## src/hdl/cmr_consts.svh

```systemverilog
// Address map, field positions and reset values of the configuration and media status block.
`ifndef CMR_CONSTS_SVH
`define CMR_CONSTS_SVH

// ----------------------------------------------------------------------------
// Address map
// ----------------------------------------------------------------------------
`define CMR_ADDR_W        12
`define CMR_CFG_ADDR      12'h004
`define CMR_IRQ_STAT_ADDR 12'h010
`define CMR_IRQ_CLR_ADDR  12'h014
`define CMR_IRQ_EN_ADDR   12'h018

// ----------------------------------------------------------------------------
// Configuration and media status word
// ----------------------------------------------------------------------------
`define CMR_CFG_RESET     32'h0000_0000
`define CMR_CFG_WR_MASK   32'h00FF_F000
`define CMR_ZERO_WORD     32'h0000_0000
`define CMR_B_LINK        31
`define CMR_B_SPEED       30
`define CMR_B_FULL_DUPLEX_FLAG        29
`define CMR_B_POL         28
`define CMR_B_AUTONEG_COMPLETE_FLAG     27
`define CMR_B_PHYCFG_HI   23
`define CMR_B_PHYCFG_LO   18
`define CMR_B_ACEN        17
`define CMR_B_PAUSE       16
`define CMR_B_SEL_HI      15
`define CMR_B_SEL_LO      13
`define CMR_B_EXT         12

// ----------------------------------------------------------------------------
// Interrupt status, clear and enable layout
// ----------------------------------------------------------------------------
`define CMR_EV_W          3
`define CMR_EV_RESET      3'h0
`define CMR_EV_LINK       0
`define CMR_EV_ANEG       1
`define CMR_EV_PHYIRQ     2

// ----------------------------------------------------------------------------
// Synchronised phy status bundle
// ----------------------------------------------------------------------------
`define CMR_SYNC_W        6
`define CMR_SYNC_RESET    6'h00

`endif

```

## src/hdl/cmr_pkg.sv

```systemverilog
// Shared types of the configuration and media status block.
package cmr_pkg;
	typedef logic [31:0] cmr_word_t;
	typedef logic [2:0]  cmr_sel_t;
endpackage

```

## src/hdl/cmr_sync3.sv

```systemverilog
// Three-stage synchroniser whose output moves only when stages two and three agree.
`timescale 1ns/1ps
`include "cmr_consts.svh"

module cmr_sync3 (
	input  wire logic                   clk_i,
	input  wire logic                   resetn_i,
	input  wire logic                   ce_i,
	input  wire logic [`CMR_SYNC_W-1:0] async_i,
	output logic      [`CMR_SYNC_W-1:0] sync_o
);
	logic [`CMR_SYNC_W-1:0] s1_r;
	logic [`CMR_SYNC_W-1:0] s2_r;
	logic [`CMR_SYNC_W-1:0] s3_r;

	genvar g;
	generate
		for (g = 0; g < `CMR_SYNC_W; g++) begin : g_bit
			always_ff @(posedge clk_i) begin
				if (!resetn_i) begin
					s1_r[g]   <= 1'b0;
					s2_r[g]   <= 1'b0;
					s3_r[g]   <= 1'b0;
					sync_o[g] <= 1'b0;
				end else if (ce_i) begin
					s1_r[g] <= async_i[g];
					s2_r[g] <= s1_r[g];
					s3_r[g] <= s2_r[g];
					// A value is taken only once it has been stable for two samples.
					if (s2_r[g] == s3_r[g]) begin
						sync_o[g] <= s3_r[g];
					end
				end
			end
		end
	endgenerate
endmodule // cmr_sync3

```

## src/hdl/cmr_aneg_decode.sv

```systemverilog
// Turns the auto-negotiation select and pause bits into registered phy controls.
`timescale 1ns/1ps

module cmr_aneg_decode
	import cmr_pkg::*;
(
	input  wire logic     clk_i,
	input  wire logic     resetn_i,
	input  wire logic     ce_i,
	input  wire cmr_sel_t sel_i,
	input  wire logic     pause_i,
	output logic          autoneg_enable_o,
	output logic          force_fast_speed_flag_o,
	output logic          force_full_duplex_o,
	output logic          adv_10_half_o,
	output logic          adv_10_full_o,
	output logic          adv_100_half_o,
	output logic          adv_100_full_o,
	output logic          adv_pause_o
);
	logic [3:0] adv_nxt;

	always_comb begin
		case (sel_i)
			3'h1:    adv_nxt = 4'h3;
			3'h3:    adv_nxt = 4'h5;
			3'h5:    adv_nxt = 4'hC;
			3'h7:    adv_nxt = 4'hF;
			default: adv_nxt = 4'h0;
		endcase
	end

	always_ff @(posedge clk_i) begin
		if (!resetn_i) begin
			autoneg_enable_o    <= 1'b0;
			force_fast_speed_flag_o    <= 1'b0;
			force_full_duplex_o <= 1'b0;
			adv_10_half_o       <= 1'b0;
			adv_10_full_o       <= 1'b0;
			adv_100_half_o      <= 1'b0;
			adv_100_full_o      <= 1'b0;
			adv_pause_o         <= 1'b0;
		end else if (ce_i) begin
			autoneg_enable_o    <= sel_i[0];
			// Forced modes take speed from the middle bit and duplex from the top bit.
			force_fast_speed_flag_o    <= ~sel_i[0] & sel_i[1];
			force_full_duplex_o <= ~sel_i[0] & sel_i[2];
			adv_10_half_o       <= adv_nxt[0];
			adv_10_full_o       <= adv_nxt[1];
			adv_100_half_o      <= adv_nxt[2];
			adv_100_full_o      <= adv_nxt[3];
			adv_pause_o         <= pause_i & (adv_nxt[1] | adv_nxt[3]);
		end
	end
endmodule // cmr_aneg_decode

```

## src/hdl/cmr_media_status.sv

```systemverilog
// Configuration and media status register with its APB slave and interrupt logic.
//
// Function
// - Register at 0x0004, zero on hard/soft reset.
// - Bit 31 reads live link good status.
// - Bit 30 reads 100 Mb/s speed.
// - Bit 29 reads full duplex status.
// - Bit 28 reversed polarity, only at 10 Mb/s.
// - Bit 27 autoneg done or autoneg inactive.
// - Bits 23-18 drive phy power-on configuration.
// - Bit 17 set: status read clears phy irq.
// - Bit 17 clear: only phy access clears irq.
// - Bit 16 pause advertise, loaded from EEPROM.
// - Pause advertised only with full duplex advertised.
// - Bits 15-13 autoneg select, loaded from EEPROM.
// - Even select values force speed and duplex.
// - Odd select values enable autoneg with advertisement.
// - Bit 12 enables MII, disables internal phy.
// - Phy disable holds internal phy in low power.
//
// Added by the designer: the APB interface to the registers.
`timescale 1ns/1ps
`include "cmr_consts.svh"

module cmr_media_status
	import cmr_pkg::*;
(
	input  wire logic                  clk_i,
	input  wire logic                  resetn_i,
	input  wire logic                  ce_i,
	input  wire logic                  soft_reset_i,
	input  wire logic                  psel_i,
	input  wire logic                  penable_i,
	input  wire logic                  pwrite_i,
	input  wire logic [`CMR_ADDR_W-1:0] paddr_i,
	input  wire cmr_word_t             pwdata_i,
	output cmr_word_t                  prdata_o,
	output logic                       pready_o,
	output logic                       pslverr_o,
	input  wire logic                  eeprom_load_i,
	input  wire logic                  eeprom_pause_advertise_i,
	input  wire cmr_sel_t              eeprom_autoneg_select_i,
	input  wire logic                  phy_link_good_i,
	input  wire logic                  phy_fast_speed_flag_i,
	input  wire logic                  phy_full_duplex_i,
	input  wire logic                  phy_pol_reversed_i,
	input  wire logic                  phy_autoneg_done_i,
	input  wire logic                  phy_irq_i,
	input  wire logic                  phy_reg_access_i,
	input  wire logic                  internal_phy_disable_i,
	output logic [5:0]                 phy_cfg_o,
	output logic                       phy_irq_autoclear_en_o,
	output logic                       phy_irq_pending_o,
	output logic                       autoneg_enable_o,
	output logic                       force_fast_speed_flag_o,
	output logic                       force_full_duplex_o,
	output logic                       adv_10_half_o,
	output logic                       adv_10_full_o,
	output logic                       adv_100_half_o,
	output logic                       adv_100_full_o,
	output logic                       adv_pause_o,
	output logic                       mii_enable_o,
	output logic                       internal_phy_disable_o,
	output logic                       phy_low_power_o,
	output logic                       irq_o
);

	// ------------------------------------------------------------------------
	// Phy status synchronisation
	// ------------------------------------------------------------------------
	// The phy status lines come from the phy's own clock, so all of them pass
	// the three-stage synchroniser before any logic looks at them.
	logic [`CMR_SYNC_W-1:0] phy_async;
	logic [`CMR_SYNC_W-1:0] phy_sync;
	logic                   link_good_flag;
	logic                   fast_speed_flag;
	logic                   full_duplex_flag;
	logic                   pol_raw;
	logic                   aneg_raw;
	logic                   phy_irq_sync;

	assign phy_async = {phy_irq_i, phy_autoneg_done_i, phy_pol_reversed_i,
		phy_full_duplex_i, phy_fast_speed_flag_i, phy_link_good_i};

	cmr_sync3 u_sync (
		.clk_i    (clk_i),
		.resetn_i (resetn_i),
		.ce_i     (ce_i),
		.async_i  (phy_async),
		.sync_o   (phy_sync)
	);

	assign link_good_flag   = phy_sync[0];
	assign fast_speed_flag  = phy_sync[1];
	assign full_duplex_flag = phy_sync[2];
	assign pol_raw          = phy_sync[3];
	assign aneg_raw         = phy_sync[4];
	assign phy_irq_sync     = phy_sync[5];

	// ------------------------------------------------------------------------
	// APB decode
	// ------------------------------------------------------------------------
	logic setup_phase;
	logic access_phase;
	logic hit_cfg;
	logic hit_stat;
	logic hit_clr;
	logic hit_en;
	logic addr_hit;
	logic wr_cfg;
	logic wr_clr;
	logic wr_en;
	logic rd_stat;

	assign setup_phase  = psel_i & ~penable_i;
	assign access_phase = psel_i & penable_i & ce_i;
	assign hit_cfg      = (paddr_i == `CMR_CFG_ADDR);
	assign hit_stat     = (paddr_i == `CMR_IRQ_STAT_ADDR);
	assign hit_clr      = (paddr_i == `CMR_IRQ_CLR_ADDR);
	assign hit_en       = (paddr_i == `CMR_IRQ_EN_ADDR);
	assign addr_hit     = hit_cfg | hit_stat | hit_clr | hit_en;
	assign wr_cfg       = access_phase & pwrite_i & hit_cfg;
	assign wr_clr       = access_phase & pwrite_i & hit_clr;
	assign wr_en        = access_phase & pwrite_i & hit_en;
	assign rd_stat      = access_phase & ~pwrite_i & hit_stat;

	// Zero-wait slave; a frozen block holds the access phase open instead.
	assign pready_o  = ce_i;
	assign pslverr_o = access_phase & ~addr_hit;

	// ------------------------------------------------------------------------
	// Configuration register
	// ------------------------------------------------------------------------
	cmr_word_t cfg_r;
	cmr_word_t cfg_nxt;

	always_comb begin
		cfg_nxt = cfg_r;
		if (soft_reset_i) begin
			cfg_nxt = `CMR_CFG_RESET;
		end else if (eeprom_load_i) begin
			// Power-up load has priority over a software write in the same cycle.
			cfg_nxt[`CMR_B_PAUSE] = eeprom_pause_advertise_i;
			cfg_nxt[`CMR_B_SEL_HI:`CMR_B_SEL_LO] = eeprom_autoneg_select_i;
		end else if (wr_cfg) begin
			// Read-only, unused and reserved positions are masked away.
			cfg_nxt = pwdata_i & `CMR_CFG_WR_MASK;
		end
	end

	always_ff @(posedge clk_i) begin
		if (!resetn_i) begin
			cfg_r <= `CMR_CFG_RESET;
		end else if (ce_i) begin
			cfg_r <= cfg_nxt;
		end
	end

	// ------------------------------------------------------------------------
	// Live status view
	// ------------------------------------------------------------------------
	logic reversed_polarity_flag;
	logic autoneg_complete_flag;
	logic phy_irq_autoclear_en;
	logic external_phy_select;

	assign phy_irq_autoclear_en = cfg_r[`CMR_B_ACEN];
	assign external_phy_select  = cfg_r[`CMR_B_EXT];

	// Polarity has no meaning at 100 Mb/s, so it is masked there.
	assign reversed_polarity_flag = pol_raw & ~fast_speed_flag;
	// With the select field in a forced mode the negotiation is not active.
	assign autoneg_complete_flag  = aneg_raw | ~cfg_r[`CMR_B_SEL_LO];

	// ------------------------------------------------------------------------
	// Phy interrupt source
	// ------------------------------------------------------------------------
	logic phy_irq_pending_r;
	logic phy_irq_d_r;
	logic phy_irq_rise;
	logic phy_irq_clear;

	assign phy_irq_rise  = phy_irq_sync & ~phy_irq_d_r;
	assign phy_irq_clear = phy_reg_access_i | (rd_stat & phy_irq_autoclear_en);

	always_ff @(posedge clk_i) begin
		if (!resetn_i) begin
			phy_irq_d_r <= 1'b0;
		end else if (ce_i) begin
			phy_irq_d_r <= phy_irq_sync;
		end
	end

	always_ff @(posedge clk_i) begin
		if (!resetn_i) begin
			phy_irq_pending_r <= 1'b0;
		end else if (ce_i) begin
			// A new phy event in the clearing cycle keeps the source pending.
			if (phy_irq_rise) begin
				phy_irq_pending_r <= 1'b1;
			end else if (phy_irq_clear) begin
				phy_irq_pending_r <= 1'b0;
			end
		end
	end

	// ------------------------------------------------------------------------
	// Interrupt status, clear and enable
	// ------------------------------------------------------------------------
	logic                 link_d_r;
	logic                 aneg_d_r;
	logic [`CMR_EV_W-1:0] events;
	logic [`CMR_EV_W-1:0] irq_stat_r;
	logic [`CMR_EV_W-1:0] irq_stat_nxt;
	logic [`CMR_EV_W-1:0] irq_en_r;

	always_ff @(posedge clk_i) begin
		if (!resetn_i) begin
			link_d_r <= 1'b0;
			// The done flag reads set out of reset, so a low start would log a false rise.
			aneg_d_r <= 1'b1;
		end else if (ce_i) begin
			link_d_r <= link_good_flag;
			aneg_d_r <= autoneg_complete_flag;
		end
	end

	always_comb begin
		events = `CMR_EV_RESET;
		events[`CMR_EV_LINK]   = link_good_flag ^ link_d_r;
		events[`CMR_EV_ANEG]   = autoneg_complete_flag & ~aneg_d_r;
		events[`CMR_EV_PHYIRQ] = phy_irq_rise;
	end

	always_comb begin
		irq_stat_nxt = irq_stat_r;
		if (wr_clr) begin
			irq_stat_nxt = irq_stat_r & ~pwdata_i[`CMR_EV_W-1:0];
		end
		// Set wins over clear so that no event is lost.
		irq_stat_nxt = irq_stat_nxt | events;
	end

	always_ff @(posedge clk_i) begin
		if (!resetn_i) begin
			irq_stat_r <= `CMR_EV_RESET;
		end else if (ce_i) begin
			irq_stat_r <= irq_stat_nxt;
		end
	end

	always_ff @(posedge clk_i) begin
		if (!resetn_i) begin
			irq_en_r <= `CMR_EV_RESET;
		end else if (ce_i && wr_en) begin
			irq_en_r <= pwdata_i[`CMR_EV_W-1:0];
		end
	end

	always_ff @(posedge clk_i) begin
		if (!resetn_i) begin
			irq_o <= 1'b0;
		end else if (ce_i) begin
			irq_o <= |(irq_stat_nxt & irq_en_r);
		end
	end

	// ------------------------------------------------------------------------
	// Read data
	// ------------------------------------------------------------------------
	cmr_word_t rd_word;

	always_comb begin
		rd_word = `CMR_ZERO_WORD;
		if (hit_cfg) begin
			// Bits below the external phy select belong to another register block.
			rd_word = cfg_r & `CMR_CFG_WR_MASK;
			rd_word[`CMR_B_LINK]    = link_good_flag;
			rd_word[`CMR_B_SPEED]   = fast_speed_flag;
			rd_word[`CMR_B_FULL_DUPLEX_FLAG]    = full_duplex_flag;
			rd_word[`CMR_B_POL]     = reversed_polarity_flag;
			rd_word[`CMR_B_AUTONEG_COMPLETE_FLAG] = autoneg_complete_flag;
		end else if (hit_stat) begin
			rd_word[`CMR_EV_W-1:0] = irq_stat_r;
		end else if (hit_en) begin
			rd_word[`CMR_EV_W-1:0] = irq_en_r;
		end
	end

	// Read data is captured in the setup cycle and held through the access phase.
	always_ff @(posedge clk_i) begin
		if (!resetn_i) begin
			prdata_o <= `CMR_ZERO_WORD;
		end else if (ce_i && setup_phase && !pwrite_i) begin
			prdata_o <= rd_word;
		end
	end

	// ------------------------------------------------------------------------
	// Phy controls
	// ------------------------------------------------------------------------
	always_ff @(posedge clk_i) begin
		if (!resetn_i) begin
			phy_cfg_o              <= 6'h00;
			phy_irq_autoclear_en_o <= 1'b0;
			phy_irq_pending_o      <= 1'b0;
			mii_enable_o           <= 1'b0;
			internal_phy_disable_o <= 1'b0;
			phy_low_power_o        <= 1'b0;
		end else if (ce_i) begin
			phy_cfg_o              <= cfg_r[`CMR_B_PHYCFG_HI:`CMR_B_PHYCFG_LO];
			phy_irq_autoclear_en_o <= phy_irq_autoclear_en;
			phy_irq_pending_o      <= phy_irq_pending_r;
			mii_enable_o           <= external_phy_select;
			internal_phy_disable_o <= external_phy_select;
			// Either source of the disable parks the phy in low power.
			phy_low_power_o        <= internal_phy_disable_i | external_phy_select;
		end
	end

	// The pause bit is passed through as written; the decode drops it unless a full-duplex mode is advertised.
	cmr_aneg_decode u_decode (
		.clk_i               (clk_i),
		.resetn_i            (resetn_i),
		.ce_i                (ce_i),
		.sel_i               (cfg_r[`CMR_B_SEL_HI:`CMR_B_SEL_LO]),
		.pause_i             (cfg_r[`CMR_B_PAUSE]),
		.autoneg_enable_o    (autoneg_enable_o),
		.force_fast_speed_flag_o    (force_fast_speed_flag_o),
		.force_full_duplex_o (force_full_duplex_o),
		.adv_10_half_o       (adv_10_half_o),
		.adv_10_full_o       (adv_10_full_o),
		.adv_100_half_o      (adv_100_half_o),
		.adv_100_full_o      (adv_100_full_o),
		.adv_pause_o         (adv_pause_o)
	);

endmodule // cmr_media_status

```

## config.mk

```make
export PLATFORM = sky130hd
export DESIGN_NAME = cmr_media_status
export DESIGN_NICKNAME = d
export VERILOG_FILES = /design/src/hdl/cmr_pkg.sv /design/src/hdl/cmr_sync3.sv /design/src/hdl/cmr_aneg_decode.sv /design/src/hdl/cmr_media_status.sv
export VERILOG_INCLUDE_DIRS = /design/src /design/src/hdl
export SDC_FILE = /design/constraint.sdc
export NUM_CORES = 1
export LEC_CHECK = 0
export BUFFER_PORTS_ARGS = -buffer_cell sky130_fd_sc_hd__buf_2
export CORE_AREA = 2 2 93 95
export CTS_CLUSTER_DIAMETER = 150
export DETAILED_ROUTE_END_ITERATION = 10
export DIE_AREA = 0 0 95 97
export PLACE_DENSITY = 0.71
export SKIP_LAST_GASP = 1
export SLEW_MARGIN = 20
export SYNTH_ARGS = -nofsm -noshare
export SYNTH_HDL_FRONTEND = slang
export SYNTH_HIERARCHICAL = 1
export SYNTH_SLANG_ARGS = --single-unit
```

## constraint.sdc

```tcl
create_clock -name clk_i -period 2.1 [get_ports clk_i]
set_input_delay 0.105 -clock clk_i [delete_from_list [all_inputs] [get_ports clk_i]]
set_output_delay 0.105 -clock clk_i [all_outputs]
set_load 0.005 [all_outputs]
```

==> impl_metrics.yaml <==
grt:
  grt_pass1_vias: 2958
  grt_max_degree: 60
  grt_antenna_before_repair: 0
  grt_overflow_total: 0
  wire_length_of_the_first_global_routing_pass_um: 14000
  groute.usage.overall: 0.190
critical_path:
  critical_path.endpoint_type: "output pin"
  cp_cell_sequence: "buf_2, or4b_2, nor3_1, buf_4, a211oi_1, buf_2"
  crit_buf_inv: 3
  setup_slack_reg_to_reg_ps: 690
  slowest_stage: "or4b_2"
  critPathLaunchType: "input port"
  cpLargestDelayFamily: "simple AND/OR/NAND/NOR gates"
  critical_path_class: "in -> out"
  cp.arrival_ps: 1410
  timing.critical_path.required_ps: 2000
  crit_path_most_repeated_cell: "buf_2"
  worst_path_largest_cell_delay_ps: 650
  critical_path_peak_fanout: 7
sta:
  fin_crit_sh: 0.722
  unrepaired_setup_endpoints_after_global_routing: "false"
  final_setup_fails: 0
  timing.final.hold_violations: 0
  slew_at_the_pin_closest_to_its_max_slew_limit_ps: 784
  post_route_clock_skew_ps: 4.76
  final.hold.worst_slack_ps: 26.7
  setup_total_negative_slack_ps: 0
  finalMaxSlewViolations: 0
  maxClockFrequency_mhz: 660
  minimum_clock_period_ps: 1520
  slew-limit-headroom: 0.475
layout:
  finish.utilization: 0.555
  post_layout_inst_area_sq_mm: 0.00452
  antenna_cells: 0
  layout_common_cells: "88 x buf_2, 85 x dfxtp_1, 54 x nand2_1"
  fill_cells: 746
  final_layout_size_suffix_gt1_frac: 0.261
  finish.net_count: 568
  layout.cells.most_common: "buf_2"
  area.growth.synth_to_final_pct: 24.0
power:
  p_per_area_mw_per_mm2: 727
  power_switching_share: 0.227
  vdd_ir_drop_max_mv: 0.475
  comb_power_share: 0.076
  seq_power_share: 0.501
  total_switching_power_uw: 747
  power.leakage_nw: 1.96
  internal-power_mw: 2.54
  clock_power_share: 0.423
clock_network:
  tritoncts_clock_tree: "yes"
  cts_inserted_buffers: 9
  clock_tree.htree_level_count: 3
  clock_pin_transition_on_the_worst_setup_and_hold_timing_paths_ps: 90
  cts-root-to-sink-buffers: 2
  clkSinkCount: 85
  clkLatencyLatePin_ps: 350
  clk_root_buffer_cell: "clkbuf_8"
  setup_fix_buffers_added_after_clock_tree_synthesis: 0
floorplanning:
  initial_utilization: 0.448
  top_level_ports: 118
  die_y_um: 97
  dieWidth_um: 95
  core.rowCount: 33
  design.die.area_sq_mm: 0.00922
  core-area_sq_mm: 0.00813
synth:
  area_fraction_of_the_dominant_cell_type_after_synthesis: 0.467
  netlist-cell-type-count: 52
  synthesis.yosys.warnings: 6
  post_synth_inst_count: 406
  seq_area_frac_synth: 0.467
  synthArstFlopShare: 0
  syn_area_sq_mm: 0.00364
  synth_seq_cells: 85
  synthDominantAreaCellType: "dfxtp_1"
  post_synth.cell_area_avg_sq_um: 8.97
  synth_enable_flop_cells: 0
  synth_top_flop_cell: "dfxtp_1"
  netlist_top_cells_area: "dfxtp_1 47%, mux2i_1 9.1%, nand2_1 5.6%, a21oi_1 5.4%, nor2_1 3.9%"
route:
  route.detailed.wl_per_inst_um: 13.7
  route.final.wire_length_um: 8430
  post_drt_via_cell_ratio: 5.07
  drt_first_pass_iters: 6
  route.antenna.remaining_nets: 0
  num_vias: 3113
  route.detailed.drc: 0
  drt_first_iter_violations: 135
hold_path:
  holdCritPathClass: "in -> reg"
placement:
  postPlaceCellArea_sq_mm: 0.00413
  dp_hpwl_um: 5850
  gpl.final_weighted_congestion: 0.871
  io_buffer_count: 88
status:
  status: "finished, final reports clean"
run:
  max-cap-violations: 0
sequential cells by signal, indices dropped and copies added, names as in the netlist, 3 cells and up:
signal	cells
irq_en_r	3
u_sync/s1_r	6
u_sync/sync_o	6
u_sync/s2_r	6
prdata_o	20
cfg_r	12
u_sync/s3_r	6
irq_stat_r	3
phy_cfg_o	6
layout make-up:
class | instances | area [sq um] | share of cell area
Sequential cell | 85 | 1700 | 0.377
Clock buffer | 9 | 124 | 0.0274
Tap cell | 105 | 131 | 0.0291
Inverter | 16 | 60.1 | 0.0133
Clock inverter | 7 | 123 | 0.0271
Timing Repair Buffer | 111 | 661 | 0.146
Multi-Input combinational cell | 281 | 1720 | 0.380
final timing paths:
kind | start | endpoint | depth (start not counted)
hold / removal | pwdata_i[0] | irq_en_r[0]$_SDFFE_PN0P_ | 3
setup / recovery | paddr_i[1] | pslverr_o | 6
hold reg to reg | prdata_o[16]$_SDFFE_PN0P_ | prdata_o[16]$_SDFFE_PN0P_ | 2
setup reg to reg | cfg_r[13]$_SDFFE_PN0P_ | irq_o$_SDFFE_PN0P_ | 5
cells in the mapped netlist (3+ instances only):
library cell / count
nand2b_1: 7
and2_1: 3
nor2_1: 38
o32ai_1: 4
nor3_1: 3
inv_1: 14
clkbuf_1: 12
mux2_2: 6
buf_2: 5
nand3_1: 16
dfxtp_1: 85
buf_4: 15
nand2_1: 54
a22o_1: 8
nand3b_1: 4
o21ai_0: 10
mux2i_1: 33
nor2b_1: 9
a21oi_1: 39
power by group through the flow:
stage | sequential (mW) | combinational, mW | clock, mW
2_1_floorplan | 1.68 | 0.155 | 0
3_3_place_gp | 1.68 | 0.224 | 0
3_5_place_dp | 1.68 | 0.229 | 0
4_1_cts | 1.64 | 0.250 | 1.43
5_1_grt | 1.65 | 0.278 | 1.49
6_report | 1.65 | 0.251 | 1.39
worst min-delay path, delay by kind of cell:
family	cells	cell delay (ps)
buffers and inverters	1	110
AOI/OAI and AO/OA	1	60
and+or+nand+nor	1	60
logic make-up after synthesis:
group / count (synthesis) / share of synthesized area
AND/OR/NAND/NOR: 152 / 0.210
flip-flops: 85 / 0.467
AO/OA/AOI/OAI: 77 / 0.137
buffers and inverters: 51 / 0.0739
multiplexers: 39 / 0.109
XOR/XNOR: 1 / 0.00241
other: 1 / 0.00103
metrics by stage:
step	total power, mW	setup slack, ps	instances
after floorplan	1.84	538	417
after global placement	1.91	280	584
final	3.29	584	614
after global routing	3.42	467	614
after detailed placement	1.91	248	584
after CTS	3.32	578	614
per-layer routing:
metal | share of wire | track usage
met2 | 0.45 | 0.288
met4 | 0.017 | 0.0647
met1 | 0.46 | 0.254
met3 | 0.067 | 0.0607
met5 | 0 | 0
repair_timing:
| action | in CTS | in global routing |
|---|---|---|
| hold endpoints to repair | 14 | 0 |
| hold buffers | 14 | 0 |
| resized for setup | 0 | 0 |
(Power assumes the default switching activity.)
